===== config.mk =====
export PLATFORM = sky130hd
export DESIGN_NAME = ipr_resolver
export DESIGN_NICKNAME = d
export VERILOG_FILES = /design/src/logic/ipr_pkg.sv /design/src/logic/ipr_chain_if.sv /design/src/logic/ipr_chain.sv /design/src/logic/ipr_resolver.sv
export SDC_FILE = /design/constraint.sdc
export NUM_CORES = 1
export LEC_CHECK = 0
export BUFFER_PORTS_ARGS = -buffer_cell sky130_fd_sc_hd__buf_4
export CAP_MARGIN = 15
export CORE_ASPECT_RATIO = 0.5
export CORE_UTILIZATION = 40
export CTS_CLUSTER_DIAMETER = 200
export DETAILED_ROUTE_END_ITERATION = 8
export SYNTH_ARGS = -nofsm -noshare
export SYNTH_HDL_FRONTEND = slang
export SYNTH_SLANG_ARGS = --single-unit

===== constraint.sdc =====
create_clock -name ref_clk -period 23.1 [get_ports ref_clk]
set_input_delay 4.62 -clock ref_clk [delete_from_list [all_inputs] [get_ports ref_clk]]
set_output_delay 4.62 -clock ref_clk [all_outputs]
set_load 0.005 [all_outputs]

===== src/logic/ipr_pkg.sv =====
// package: constants, types and helpers of the interrupt priority resolver
package ipr_pkg;
  localparam int NSRC = 16;
  localparam int IDX_W = 4;
  localparam int LVL_W = 3;
  localparam int ADDR_W = 5;
  localparam logic [ADDR_W-1:0] ADDR_ICR0 = 5'h00;
  localparam logic [ADDR_W-1:0] ADDR_MODE = 5'h10;
  localparam logic [ADDR_W-1:0] ADDR_PSL = 5'h11;
  localparam logic [ADDR_W-1:0] ADDR_PSH = 5'h12;
  localparam logic [ADDR_W-1:0] ADDR_STAT = 5'h13;
  localparam int ICR_REQ_BIT = 3;
  localparam int MODE_DET_LSB = 4;
  localparam int PS_I_BIT = 2;
  localparam int PS_IPL_LSB = 8;
  localparam logic [7:0] MODE_RESET = 8'h00;
  localparam logic [15:0] PS_RESET = 16'h0004;
  localparam logic [1:0] DET_SEL_7 = 2'h0;
  localparam logic [1:0] DET_SEL_4 = 2'h1;
  localparam logic [1:0] DET_SEL_2 = 2'h2;
  localparam logic [2:0] DET_LEN_7 = 3'h7;
  localparam logic [2:0] DET_LEN_4 = 3'h4;
  localparam logic [2:0] DET_LEN_2 = 3'h2;
  localparam int ACK_CYCLES = 13;
  localparam int STACK_BYTES = 5;
  localparam logic [2:0] IPL_WDT = 3'h7;
  localparam logic [7:0] BANK_VECTOR = 8'h00;
  localparam logic [15:0] VEC_ZDIV = 16'hFFFC;
  localparam logic [15:0] VEC_BRK = 16'hFFFA;
  localparam logic [15:0] VEC_WDT = 16'hFFF8;
  localparam logic [15:0] VEC_SRC_TOP = 16'hFFD6;

  typedef logic [LVL_W-1:0] ipr_lvl_t;
  typedef enum logic [1:0] {KIND_SRC, KIND_WDT, KIND_ZDIV, KIND_BRK} ipr_kind_t;
  typedef enum logic [1:0] {SEQ_IDLE, SEQ_ACK, SEQ_RTI} ipr_seq_t;

  function automatic logic levelAbove(input ipr_lvl_t a, input ipr_lvl_t b);
    return a > b;
  endfunction

  function automatic logic [2:0] detLen(input logic [1:0] sel);
    case (sel)
      DET_SEL_4: return DET_LEN_4;
      DET_SEL_2: return DET_LEN_2;
      default: return DET_LEN_7;
    endcase
  endfunction

  function automatic logic [15:0] srcVector(input logic [IDX_W-1:0] idx);
    return VEC_SRC_TOP - {11'h000, idx, 1'b0};
  endfunction
endpackage


===== src/logic/ipr_chain_if.sv =====
// interface: latched requests into the comparator chain, winner out of it
`timescale 1ns/1ps
interface ipr_chain_if import ipr_pkg::*; ();
  logic [NSRC-1:0] req;
  logic [NSRC-1:0][LVL_W-1:0] lvl;
  logic winValid;
  logic [IDX_W-1:0] winIdx;
  ipr_lvl_t winLvl;
  modport resolver (output req, output lvl, input winValid, input winIdx, input winLvl);
  modport chain (input req, input lvl, output winValid, output winIdx, output winLvl);
endinterface


===== src/logic/ipr_chain.sv =====
// module: daisy-chained level comparator over the latched sources
`timescale 1ns/1ps
module ipr_chain import ipr_pkg::*; (
  ipr_chain_if.chain ch
);
  always_comb begin
    ipr_lvl_t run;
    logic [IDX_W-1:0] idx;
    logic hit;
    run = '0;
    idx = '0;
    hit = 1'b0;
    // stage i forwards the running winner unless its source is requested and higher
    for (int i = 0; i < NSRC; i++) begin
      if (ch.req[i] && levelAbove(ch.lvl[i], run)) begin
        run = ch.lvl[i];
        idx = IDX_W'(i);
        hit = 1'b1;
      end
    end
    ch.winValid = hit;
    ch.winIdx = idx;
    ch.winLvl = run;
  end
endmodule


===== src/logic/ipr_resolver.sv =====
// module: interrupt priority resolver with acknowledge and return sequencing
//
// Local design decisions: strobed register access and the placing of the registers.
`timescale 1ns/1ps
////////////////////////////////////////////////////////////////////////////////
// Functional notes
// - chain carries running winner, starting at zero
// - unrequested source passes running winner unchanged
// - equal levels: earlier chain entry wins
// - accept only above priority level, disable clear
// - sample on fetch pulse, hold until done
// - no new sampling while check runs
// - mode bits 4,5 pick 2/4/7 cycles
// - reset clears selection to seven cycles
// - acknowledge only after current instruction ends
// - push bank, pc high, pc low, status
// - set disable, clear request, load level
// - bank to zero, pc from vector
// - level update per source kind on entry
// - rejected and other requests stay pending
// - acknowledge lasts at least thirteen cycles
// - detect at instruction start and acknowledge
// - return pops bank, pc and status
// - request flag at control bit three
// - level in bits 0-2, zero never accepted
// - priority level in status bits 8-10
module ipr_resolver import ipr_pkg::*; #(
  parameter int ACK_LEN = ACK_CYCLES
) (
  input wire logic ref_clk,
  input wire logic rst,
  input wire logic clkEn,
  input wire logic [ADDR_W-1:0] regAddr,
  input wire logic [7:0] regWrData,
  input wire logic regWr,
  input wire logic regRd,
  output logic [7:0] regRdData,
  input wire logic [NSRC-1:0] srcEvent,
  input wire logic wdtEvent,
  input wire logic zdivEvent,
  input wire logic brkEvent,
  input wire logic opFetch,
  input wire logic instrDone,
  input wire logic rtiReq,
  input wire logic [7:0] curBank,
  input wire logic [15:0] curPc,
  input wire logic [7:0] popData,
  output logic pushReq,
  output logic [7:0] pushData,
  output logic popReq,
  output logic pcLoad,
  output logic pcIsVector,
  output logic [15:0] pcValue,
  output logic [7:0] bankValue,
  output logic [15:0] psOut
);
  if (ACK_LEN < ACK_CYCLES || ACK_LEN > 31) begin : g_chk
    $error("ACK_LEN must lie between 13 and 31");
  end

  typedef struct packed {
    logic [NSRC-1:0] req;
    logic [NSRC-1:0][LVL_W-1:0] lvl;
    logic [7:0] mode;
    logic [15:0] ps;
    logic [NSRC-1:0] snapReq;
    logic [NSRC-1:0][LVL_W-1:0] snapLvl;
    logic detBusy;
    logic [2:0] detCnt;
    logic winAccept;
    logic [IDX_W-1:0] winIdx;
    ipr_lvl_t winLvl;
    logic nmiWdt;
    logic nmiZdiv;
    logic nmiBrk;
    ipr_seq_t seq;
    logic [4:0] seqCnt;
    ipr_kind_t kind;
    logic [IDX_W-1:0] ackIdx;
    ipr_lvl_t ackLvl;
    logic pushReq;
    logic [7:0] pushData;
    logic popReq;
    logic pcLoad;
    logic pcIsVector;
    logic [15:0] pcValue;
    logic [7:0] bankValue;
    logic [7:0] rdData;
  } ipr_state_t;

  ipr_state_t st_r;
  ipr_state_t st_nxt;
  logic ackGo;
  logic detStart;
  logic srcOk;
  ipr_lvl_t processor_priority_level;
  logic iFlag;
  logic [IDX_W-1:0] regIdx;

  ipr_chain_if ch ();

  ipr_chain u_chain (
    .ch(ch)
  );

  assign ch.req = st_r.snapReq;
  assign ch.lvl = st_r.snapLvl;
  assign processor_priority_level = st_r.ps[PS_IPL_LSB +: LVL_W];
  assign iFlag = st_r.ps[PS_I_BIT];
  assign regIdx = regAddr[IDX_W-1:0];

  ////////////////////////////////////////////////////////////////////////////////
  always_comb begin
    st_nxt = st_r;
    st_nxt.pushReq = 1'b0;
    st_nxt.popReq = 1'b0;
    st_nxt.pcLoad = 1'b0;
    st_nxt.rdData = 8'h00;
    ackGo = 1'b0;
    // events are sticky and independent of all masking
    st_nxt.req = st_r.req | srcEvent;
    st_nxt.nmiWdt = st_r.nmiWdt | wdtEvent;
    st_nxt.nmiZdiv = st_r.nmiZdiv | zdivEvent;
    st_nxt.nmiBrk = st_r.nmiBrk | brkEvent;

    // register port
    if (regWr) begin
      if (regAddr[ADDR_W-1] == ADDR_ICR0[ADDR_W-1]) begin
        st_nxt.lvl[regIdx] = regWrData[LVL_W-1:0];
        st_nxt.req[regIdx] = regWrData[ICR_REQ_BIT] | srcEvent[regIdx];
      end else begin
        case (regAddr)
          ADDR_MODE: st_nxt.mode = regWrData;
          ADDR_PSL: st_nxt.ps[7:0] = regWrData;
          ADDR_PSH: st_nxt.ps[15:8] = regWrData;
          default: ;
        endcase
      end
    end
    if (regRd) begin
      if (regAddr[ADDR_W-1] == ADDR_ICR0[ADDR_W-1]) begin
        st_nxt.rdData = {4'h0, st_r.req[regIdx], st_r.lvl[regIdx]};
      end else begin
        case (regAddr)
          ADDR_MODE: st_nxt.rdData = st_r.mode;
          ADDR_PSL: st_nxt.rdData = st_r.ps[7:0];
          ADDR_PSH: st_nxt.rdData = st_r.ps[15:8];
          ADDR_STAT: st_nxt.rdData = {st_r.winAccept, st_r.seq != SEQ_IDLE, st_r.detBusy,
                                      1'b0, st_r.winIdx};
          default: st_nxt.rdData = 8'h00;
        endcase
      end
    end

    ////////////////////////////////////////////////////////////////////////////////
    // acceptance is rechecked against the live status at the instruction boundary
    srcOk = st_r.winAccept && st_r.req[st_r.winIdx] && levelAbove(st_r.winLvl, processor_priority_level)
            && !iFlag;
    case (st_r.seq)
      SEQ_IDLE: begin
        if (instrDone && (st_r.nmiWdt || st_r.nmiZdiv || st_r.nmiBrk || srcOk)) begin
          ackGo = 1'b1;
          st_nxt.seq = SEQ_ACK;
          st_nxt.seqCnt = 5'h00;
          if (st_r.nmiWdt) begin
            st_nxt.kind = KIND_WDT;
            st_nxt.nmiWdt = wdtEvent;
          end else if (st_r.nmiZdiv) begin
            st_nxt.kind = KIND_ZDIV;
            st_nxt.nmiZdiv = zdivEvent;
          end else if (st_r.nmiBrk) begin
            st_nxt.kind = KIND_BRK;
            st_nxt.nmiBrk = brkEvent;
          end else begin
            st_nxt.kind = KIND_SRC;
            st_nxt.ackIdx = st_r.winIdx;
            st_nxt.ackLvl = st_r.winLvl;
            st_nxt.winAccept = 1'b0;
          end
        end else if (rtiReq) begin
          st_nxt.seq = SEQ_RTI;
          st_nxt.seqCnt = 5'h00;
        end
      end
      SEQ_ACK: begin
        st_nxt.seqCnt = st_r.seqCnt + 5'h01;
        if (st_r.seqCnt < 5'(STACK_BYTES)) begin
          st_nxt.pushReq = 1'b1;
          case (st_r.seqCnt)
            5'h00: st_nxt.pushData = curBank;
            5'h01: st_nxt.pushData = curPc[15:8];
            5'h02: st_nxt.pushData = curPc[7:0];
            5'h03: st_nxt.pushData = st_r.ps[15:8];
            default: st_nxt.pushData = st_r.ps[7:0];
          endcase
        end
        // status is already on the stack, so it can be updated now
        if (st_r.seqCnt == 5'(STACK_BYTES)) begin
          st_nxt.ps[PS_I_BIT] = 1'b1;
          case (st_r.kind)
            KIND_SRC: begin
              // only the accepted source is cleared, the rest stay pending
              st_nxt.req[st_r.ackIdx] = srcEvent[st_r.ackIdx];
              st_nxt.ps[PS_IPL_LSB +: LVL_W] = st_r.ackLvl;
            end
            KIND_WDT: st_nxt.ps[PS_IPL_LSB +: LVL_W] = IPL_WDT;
            default: ;
          endcase
        end
        if (st_r.seqCnt == 5'(ACK_LEN - 1)) begin
          st_nxt.pcLoad = 1'b1;
          st_nxt.pcIsVector = 1'b1;
          st_nxt.bankValue = BANK_VECTOR;
          case (st_r.kind)
            KIND_WDT: st_nxt.pcValue = VEC_WDT;
            KIND_ZDIV: st_nxt.pcValue = VEC_ZDIV;
            KIND_BRK: st_nxt.pcValue = VEC_BRK;
            default: st_nxt.pcValue = srcVector(st_r.ackIdx);
          endcase
          st_nxt.seq = SEQ_IDLE;
        end
      end
      SEQ_RTI: begin
        // pops come back in the same cycle as each request, in reverse push order
        // one pop per saved byte, so the stack is balanced again after return
        st_nxt.seqCnt = st_r.seqCnt + 5'h01;
        st_nxt.popReq = st_r.seqCnt < 5'(STACK_BYTES);
        case (st_r.seqCnt)
          5'h01: st_nxt.ps[7:0] = popData;
          5'h02: st_nxt.ps[15:8] = popData;
          5'h03: st_nxt.pcValue[7:0] = popData;
          5'h04: st_nxt.pcValue[15:8] = popData;
          5'h05: begin
            st_nxt.bankValue = popData;
            st_nxt.pcLoad = 1'b1;
            st_nxt.pcIsVector = 1'b0;
            st_nxt.seq = SEQ_IDLE;
          end
          default: ;
        endcase
      end
      default: st_nxt.seq = SEQ_IDLE;
    endcase

    ////////////////////////////////////////////////////////////////////////////////
    // detection starts at fetch or acknowledge; an active check is never restarted
    detStart = !st_r.detBusy && (opFetch || ackGo);
    if (detStart) begin
      st_nxt.snapReq = st_r.req;
      st_nxt.snapLvl = st_r.lvl;
      st_nxt.detBusy = 1'b1;
      st_nxt.detCnt = detLen(st_r.mode[MODE_DET_LSB +: 2]) - 3'h1;
    end else if (st_r.detBusy) begin
      if (st_r.detCnt == 3'h0) begin
        st_nxt.detBusy = 1'b0;
        st_nxt.winIdx = ch.winIdx;
        st_nxt.winLvl = ch.winLvl;
        st_nxt.winAccept = ch.winValid && levelAbove(ch.winLvl, processor_priority_level) && !iFlag;
      end else begin
        st_nxt.detCnt = st_r.detCnt - 3'h1;
      end
    end
  end

  always_ff @(posedge ref_clk) begin
    if (rst) begin
      st_r <= '0;
      st_r.mode <= MODE_RESET;
      st_r.ps <= PS_RESET;
    end else if (clkEn) begin
      st_r <= st_nxt;
    end
  end

  assign regRdData = st_r.rdData;
  assign pushReq = st_r.pushReq;
  assign pushData = st_r.pushData;
  assign popReq = st_r.popReq;
  assign pcLoad = st_r.pcLoad;
  assign pcIsVector = st_r.pcIsVector;
  assign pcValue = st_r.pcValue;
  assign bankValue = st_r.bankValue;
  assign psOut = st_r.ps;
endmodule


==> metrics.md, run 1 <==
| Metric | Value |
|---|---|
| GRT Total Usage | 24.2% |
| Row cnt | 46 |
| Final Non-Filler Cells | 2133 |
| Post-route ant nets | 0 |
| Fin Setup TNS | 0 ns |
| Hold Path Depth | 2 |
| Tmin final | 21.36 ns |
| Most used cell, CP | ha_1 |
| Die footprint | 34100 um2 |
| Critical Path AT | 21.82 ns |
| Vias in the first global route | 11300 |
| Critical hold path startpoint | pcValue[12] |
| Sink Count | 227 |
| GR Overflow Total | 0 |
| Largest net degree at the start of global routing | 134 |
| Drt first pass iters | 7 |
| Area leader, netlist | dfxtp_1 |
| Worst VDD drop | 0.0000359 V |
| Synth async-reset ratio | 0% |
| R2r endpoint | st_r[70] |
| Placed cell areas | 14100 um2 |
| Initial Util | 41.3% |
| Num CTS Buffers | 24 |
| I/O Buffers | 131 |
| WP data required | 23.56 ns |
| Clk_lat worst skew | 0.55 ns |
| Max incr delay on CP | 0.39 ns |
| R2R setup slack | 1.74 ns |
| Crit. End Element | flop |
| Pwr/cell area | 62.7 nW/um2 |
| CP max-delay cell | dfxtp_1 |
| Fraction of layout cells with a size suffix above 1 | 14.8% |
| RSZ-0062 raised after global routing | false |
| Die H | 131 um |
| I/O pin cnt | 132 |
| Worst r2r src | ch.req[0] |
| Post-CTS Setup Repair Bufs | 0 |
| H-tree lvl count | 1 |
| Max-slew violations | 0 |
| Die X | 260 um |
| WS Path Type | reg2reg |
| Initial DRC count | 1150 |
| Top post-synthesis cells by area | dfxtp_1, nand2_1, a21oi_1 |
| Most frequent cells in the layout | nand2_1, dfxtp_1, nor2_1, a21oi_1, buf_4 |
| Syn Inst Count | 1676 |
| Routed WL | 41.4 mm |
| Cts hold-fix bufs | 0 |
| Hold/Removal Path Class | reg2reg |
| Via-per-instance ratio | 5.82 |
| Static leakage | 5.57 nW |
| Placed wire-length estimate | 29.2 mm |
| Hold Fails Final Rpt | 0 |
| Mapped Avg Cell Area | 7.94 um2 |
| Final worst path period share | 92.5% |
| Post-route clock skew | 0.0227 ns |
| Std-Cell Core Area | 32200 um2 |
| Fill cell count | 3230 |
| Nature of the critical path startpoint | flop |
| Count of different cell masters after synthesis | 76 |
| Synthesized net count | 1787 |
| GPL Wtd Cong | 0.874 |
| Via count | 12400 |
| #FFs+latches synth | 227 |
| Total Power | 0.000939 W |
| FMAX | 46.8 MHz |
| Post-synth top area share | 34.1% |
| Status | completed |
| Final setup violation count | 0 |
| Clk buf depth | 3 |
| Worst slew margin | 24.6% |
| WL per Instance | 19.4 um |
| Most common library cell in the layout ignoring fill and taps | nand2_1 |
| Worst-path fanout max | 7 |
| Post-Syn Area | 13300 um2 |
| Reg2reg path depth | 102 |
| DR DRC count | 0 |
| Slew @ Worst Pin | 1.12 ns |
| Register area share after synthesis | 34.1% |
| Placed cells | 2088 |
| First-pass GRT wire length | 64.7 mm |
| Post-layout nets | 1793 |
| Worst slack at placement | 1.78 ns |
| Post-synth EDFFs | 0 |
| Hold endpoint | pcValue[12] |
| Cell area after layout | 15000 um2 |
| Clock transition at the registers of the reported paths | 0.07 ns |
| Synth warn | 0 |
| CTS Root Buffer Type | clkbuf_16 |
| Final worst-path setup slack | 1.74 ns |
| Initial antenna violation count | 0 |
| Max Cap Viol | 0 |
| CTS tree | yes |
| Primary FF master, synth | dfxtp_1 |
| Area Growth Syn to Fin | 12.6% |
critical path: cells and delay by family, from the launching register on:
kind,cells,cell delay [ns]
buffers and inverters,4,0.42
flip-flops,1,0.39
multiplexers,6,2.10
adder cells (fa/ha/maj),20,5.59
AO/OA/AOI/OAI,37,8.03
AND/OR/NAND/NOR,35,4.67
cell families (layout without fill, tap and decap cells):
group | Yosys count | in the layout | synth area share, %
AO/OA/AOI/OAI | 469 | 469 | 23.0
XOR/XNOR | 1 | 1 | 0.0658
adder cells (fa/ha/maj) | 45 | 45 | 4.13
buffers and inverters | 213 | 237 | 7.59
flip-flops | 227 | 227 | 34.1
multiplexers | 89 | 89 | 10.4
other | 0 | 1 | 0
AND/OR/NAND/NOR | 632 | 632 | 20.7
Yosys cell counts (all sizes together), types with 8 or more instances:
library cell,n
ha,39
mux2i,44
inv,51
nor2b,17
nor3,16
clkbuf,98
and2,20
buf,64
a211oi,40
o21ai,67
a311oi,24
nand3,46
a21oi,181
a32oi,8
o31ai,9
a222oi,13
mux4,37
mux2,8
dfxtp,227
o211ai,15
o22ai,14
a31oi,14
a221oi,11
nor2,184
and3,22
or2,10
nand2,280
nand2b,10
area by class of cell:
cell class / count / area (um2) / area share [%]
multi-input combinational: 1236 / 7760 / 51.8
sequential: 227 / 4540 / 30.3
timing repair buffer: 142 / 1070 / 7.14
clock buffer: 32 / 671 / 4.48
tap: 432 / 541 / 3.61
clock inverter: 12 / 203 / 1.35
inverter: 51 / 191 / 1.28
antenna: 1 / 2.50 / 0.0167
power by group:
group	switching, W	total (W)	internal, W	leakage [nW]
registers	0.0000121	0.000412	0.000400	1.84
clock network	0.000168	0.000429	0.000261	0.427
logic	0.0000605	0.0000983	0.0000377	3.31
total	0.000240	0.000939	0.000698	5.57
how the worst max path moves through the flow:
stage | startpoint | end | slack [ns] | cells after the start
5_1_grt | ch.req[0] | st_r[70] | 0.03 | 103
3_3_place_gp | ch.req[0] | st_r[70] | 2.29 | 104
4_1_cts | ch.req[0] | st_r[70] | 1.73 | 102
6_report | ch.req[0] | st_r[70] | 1.74 | 102
2_1_floorplan | ch.req[0] | st_r[70] | 3.76 | 104
3_5_place_dp | ch.req[0] | st_r[70] | 1.78 | 102
routing by layer:
layer | wire length, um | global-route usage (%)
met1 | 19100 | 33.6
met2 | 18300 | 38.6
met3 | 2850 | 3.95
met4 | 1150 | 7.54
met5 | 0 | 0
stage by stage:
stage          util, %  hold slack [ns]
6_report          46.5            0.460
5_1_grt           46.5            0.482
4_1_cts           46.5            0.462
3_5_place_dp      43.8            0.446
3_3_place_gp      43.8            0.444
2_1_floorplan        -            0.432
what timing repair did:
| item | in CTS | in global routing |
|---|---|---|
| endpoints found under the setup margin | 0 | 1 |
| endpoints found under the hold margin | 0 | 0 |
| gates resized for setup | 0 | 1 |
Power figures use the tool's default switching activity.
==> inputs of run 2 (changes only) <==
- REMOVE_ABC_BUFFERS: not set -> 1
==> run 2 against run 1 <==
Routed wire length is 0.57% lower. Core utilization decreased by 0.050 points. Clock power decreased by 0.9%. Combinational power shrank 0.5%. Critical path depth unchanged. Via count shrank 1.2%. Global-route usage is 0.62 points lower. Sequential share of layout area barely moved. Non-clock buffer count shrank 1. Final cell count barely moved. First-iteration DRC count down 8.3%.
==> metrics.md, run 2 (synthesis gave the netlist of run 1 again) <==
| Metric | Value |
|---|---|
| CP max-delay cell | dfxtp_1 |
| WS Path Type | reg2reg |
| Die X | 260 um |
| Final worst path period share | 92.8% |
| Vias in the first global route | 11000 |
| Std-Cell Core Area | 32200 um2 |
| Most frequent cells in the layout | nand2_1, dfxtp_1, nor2_1, a21oi_1, buf_4 |
| Worst r2r src | ch.req[0] |
| Via count | 12300 |
| DR DRC count | 0 |
| RSZ-0062 raised after global routing | false |
| H-tree lvl count | 1 |
| Pwr/cell area | 62.4 nW/um2 |
| FMAX | 46.6 MHz |
| Area Growth Syn to Fin | 12.4% |
| Max incr delay on CP | 0.40 ns |
| Row cnt | 46 |
| Crit. End Element | flop |
| Initial Util | 41.3% |
| Slew @ Worst Pin | 1.23 ns |
| Initial DRC count | 1054 |
| Fraction of layout cells with a size suffix above 1 | 14.8% |
| Sink Count | 227 |
| Post-route clock skew | 0.0144 ns |
| Cts repair resizes | 0 |
| Tmin final | 21.44 ns |
| Clk_lat worst skew | 0.52 ns |
| Drt first pass iters | 6 |
| Fin Setup TNS | 0 ns |
| Cts hold-fix bufs | 0 |
| Largest net degree at the start of global routing | 135 |
| Via-per-instance ratio | 5.76 |
| Worst slew margin | 17.5% |
| GRT Total Usage | 23.6% |
| Post-CTS Setup Repair Bufs | 0 |
| Static leakage | 5.57 nW |
| CTS Root Buffer Type | clkbuf_16 |
| Diodes inserted | 0 |
| Worst-path fanout max | 7 |
| GR Overflow Total | 0 |
| Initial antenna violation count | 0 |
| WL per Instance | 19.3 um |
| Hold Fails Final Rpt | 0 |
| Placed cells | 2087 |
| Most common library cell in the layout ignoring fill and taps | nand2_1 |
| Total Power | 0.000934 W |
| Critical Path AT | 21.80 ns |
| Clk buf depth | 3 |
| Final setup violation count | 0 |
| Status | completed |
| Worst VDD drop | 0.0000417 V |
| Setup crit start | ch.req[0] |
| Die H | 131 um |
| I/O Buffers | 131 |
| First-pass GRT wire length | 63.5 mm |
| I/O pin cnt | 132 |
| Max-slew violations | 0 |
| Num CTS Buffers | 24 |
| Clock transition at the registers of the reported paths | 0.07 ns |
| Nature of the critical path startpoint | flop |
| GPL Wtd Cong | 0.885 |
| WP data required | 23.46 ns |
| Routed WL | 41.1 mm |
| Final Non-Filler Cells | 2131 |
| Hold/Removal Path Class | reg2reg |
| Critical hold path startpoint | ch.lvl[24] |
| Die footprint | 34100 um2 |
| Max Cap Viol | 0 |
| Placed wire-length estimate | 28.9 mm |
| Most used cell, CP | ha_1 |
| Post-layout nets | 1792 |
| CTS tree | yes |
| Post-route ant nets | 0 |
## run 2: changes by cell type in the layout (fill, tap and decap cells not counted), sizes merged
| cell | delta |
|---|---|
| buf | -1 |
| inv | +1 |
| bufinv | -1 |
| diode | -1 |
| clkinv | -1 |
| clkbuf | +1 |
## run 2: metrics by stage
| step | utilization [%] | area, um2 | hold slack (ns) | worst slack [ns] |
|---|---|---|---|---|
| final | 46.4 | 15000 | 0.456 | 1.66 |
| after global routing | 46.4 | 15000 | 0.484 | 0.0175 |
| after CTS | 46.4 | 15000 | 0.457 | 1.76 |
| after detailed placement | 43.7 | 14100 | 0.448 | 1.81 |
| after global placement | 43.7 | 14100 | 0.445 | 2.28 |
| after floorplan | - | 12500 | 0.430 | 3.76 |
## run 2: cell type report
cell class,count,area (um2)
Multi-Input combinational cell,1236,7760
Sequential cell,227,4540
Timing Repair Buffer,141,1060
Clock inverter,11,161
Clock buffer,33,706
Inverter,51,191
Fill cell,3212,17300
Tap cell,432,541
## run 2: power by group
part	switching (W)	total, W	internal [W]	leakage [nW]
combinational	0.0000606	0.0000978	0.0000372	3.30
clock	0.000166	0.000425	0.000259	0.428
sequential	0.0000120	0.000412	0.000400	1.84
## run 2: final timing paths
path | end | slack, ns | cells after the start
max | st_r[70] | 1.66 | 102
min | ch.lvl[24] | 0.46 | 2
min reg2reg | ch.lvl[24] | 0.46 | 2
max reg2reg | st_r[70] | 1.66 | 102
## run 2: per-layer routing
| layer | track usage, % | up-vias | part of all wire (%) |
|---|---|---|---|
| li1 | - | 6012 | - |
| met1 | 33.4 | 5804 | 47 |
| met2 | 38.3 | 389 | 45 |
| met3 | 2.80 | 62 | 5.9 |
| met4 | 5.81 | 0 | 2.2 |
| met5 | 0 | - | 0 |
## run 2: worst max-delay path: cells and delay by family (launching register included)
family | cells | cell delay, ns
adder cells (fa/ha/maj) | 20 | 5.59
flip-flops | 1 | 0.40
multiplexers | 6 | 2.11
AO/OA/AOI/OAI | 37 | 8.07
AND/OR/NAND/NOR | 35 | 4.65
buffers and inverters | 4 | 0.44
==> inputs of run 3 (changes only) <==
- CORE_ASPECT_RATIO: 0.5 -> 0.8
- HOLD_SLACK_MARGIN: not set -> 0.1
==> run 3 against run 2 <==
Sequential power about the same. Critical endpoint unchanged. Die area decreased by 0.12%. Final cell count decreased by 0.19%. Sequential share of layout area increased by 0.079 points. Largest cell class unchanged. Sequential cell count unchanged. Clock power decreased by 4%.
==> metrics.md, run 3 (synthesis gave the netlist of run 1 again) <==
| Metric | Value |
|---|---|
| CP max-delay cell | dfxtp_1 |
| Clk_lat worst skew | 0.54 ns |
| Initial Util | 40.8% |
| M3 GR Usage | 4.69% |
| Hold endpoint | ch.lvl[9] |
| Hold Fails Final Rpt | 0 |
| Max Cap Viol | 0 |
| Final Non-Filler Cells | 2127 |
| Met1 GRT Util | 39.0% |
| CTS Root Buffer Type | clkbuf_16 |
| Row cnt | 59 |
| Tmin final | 21.57 ns |
| Routed WL | 44.3 mm |
| GRT Total Usage | 25.5% |
| Fraction of layout cells with a size suffix above 1 | 14.8% |
| Worst VDD drop | 0.0000400 V |
| R2r endpoint | st_r[70] |
| Met2 Resource Use GR | 35.8% |
| Fin Setup TNS | 0 ns |
| Die H | 165 um |
| DR DRC count | 0 |
| Placed cells | 2082 |
| Std-Cell Core Area | 32600 um2 |
| Slew @ Worst Pin | 1.22 ns |
| Nature of the critical path startpoint | flop |
| Total Power | 0.000922 W |
| Drt first pass iters | 7 |
| Via count | 12600 |
| Critical Path AT | 21.95 ns |
| First-pass GRT wire length | 67.3 mm |
| Crit. End Element | flop |
| R2R setup slack | 1.53 ns |
| Hold Path Depth | 2 |
| Worst-path fanout max | 7 |
| Via-per-instance ratio | 5.93 |
| Worst slew margin | 17.9% |
| Initial antenna violation count | 1 |
| Critical hold path startpoint | ch.lvl[9] |
| GR Overflow Total | 0 |
| Final worst path period share | 93.4% |
| RSZ-0062 raised after global routing | false |
| Reg2reg path depth | 104 |
| Sink Count | 227 |
| Num CTS Buffers | 25 |
| Max incr delay on CP | 0.40 ns |
| Vias in the first global route | 11300 |
| Fill cell count | 3245 |
| Worst r2r src | ch.req[0] |
| Die footprint | 34000 um2 |
| Placed wire-length estimate | 32.3 mm |
| Static leakage | 5.54 nW |
| Most frequent cells in the layout | nand2_1, dfxtp_1, nor2_1, a21oi_1, buf_4 |
| Die X | 206 um |
| Post-route clock skew | 0.0184 ns |
| Post-layout nets | 1793 |
| Area Growth Syn to Fin | 12.1% |
| GPL Wtd Cong | 0.913 |
| WP data required | 23.48 ns |
| Largest net degree at the start of global routing | 94 |
| Clock transition at the registers of the reported paths | 0.06 ns |
| Pwr/cell area | 61.8 nW/um2 |
| WS Path Type | reg2reg |
| Final setup violation count | 0 |
| Clk buf depth | 3 |
| Most Crowded Layer GR | met1 |
| Most common library cell in the layout ignoring fill and taps | nand2_1 |
| Max-slew violations | 0 |
| WL per Instance | 20.8 um |
| I/O pin cnt | 132 |
| Diodes inserted | 0 |
| FMAX | 46.4 MHz |
| Post-route ant nets | 0 |
| H-tree lvl count | 1 |
| Hold/Removal Path Class | reg2reg |
| I/O Buffers | 131 |
| Initial DRC count | 1296 |
| CTS tree | yes |
| Status | completed |
## run 3: changes by cell type in the layout (fill, tap and decap cells not counted), sizes merged
| cell | previous run | this run |
|---|---|---|
| inv | 52 | 53 |
| clkbuf | 33 | 37 |
| clkinv | 5 | 3 |
| bufinv | 4 | 2 |
## run 3: per-stage QoR
stage	area [um2]	util [%]	setup slack, ns	hold slack, ns
floorplan	12500	-	3.76	0.430
global placement	14100	43.2	2.13	0.444
detailed placement	14100	43.2	1.65	0.450
CTS	14900	45.7	1.54	0.458
global route	14900	45.8	0.0215	0.488
finish	14900	45.8	1.53	0.458
## run 3: worst max path at each step
stage	start	end	cells past startpoint
2_1_floorplan	ch.req[0]	st_r[70]	104
3_3_place_gp	ch.req[0]	st_r[70]	104
3_5_place_dp	ch.req[0]	st_r[70]	104
4_1_cts	ch.req[0]	st_r[70]	104
5_1_grt	ch.req[0]	st_r[70]	103
6_report	ch.req[0]	st_r[70]	104
## run 3: where the power goes
part           internal (W)  total (W)  switching (W)  leakage [nW]
registers          0.000400   0.000412      0.0000121          1.84
logic             0.0000373   0.000100      0.0000630          3.30
clock network      0.000241   0.000410       0.000169         0.408
## run 3: area by class of cell
type	instances	area, um2	share of cell area [%]
clock buffer	37	731	4.89
sequential	227	4540	30.4
inverter	51	191	1.28
multi-input combinational	1236	7760	52.0
tap	427	534	3.58
timing repair buffer	141	1060	7.12
clock inverter	8	100	0.671
## run 3: metal layers
layer	share of wire, %	wire [um]
met1	49	21600
met3	8.4	3710
met5	0	0
met2	40	17900
met4	2.6	1150
## run 3: critical path: cells and delay by family (launching register included)
kind / cells / cell delay, ns
adder cells (fa/ha/maj): 20 / 5.45
multiplexers: 6 / 2.03
AND/OR/NAND/NOR: 35 / 4.74
AO/OA/AOI/OAI: 39 / 8.39
flip-flops: 1 / 0.40
buffers and inverters: 4 / 0.41
## run 3: timing repair
item	in CTS	in global routing
gates resized for setup	0	1
buffers inserted	0	0
hold endpoints to repair	0	0
hold buffers	0	0
setup endpoints to repair	0	1
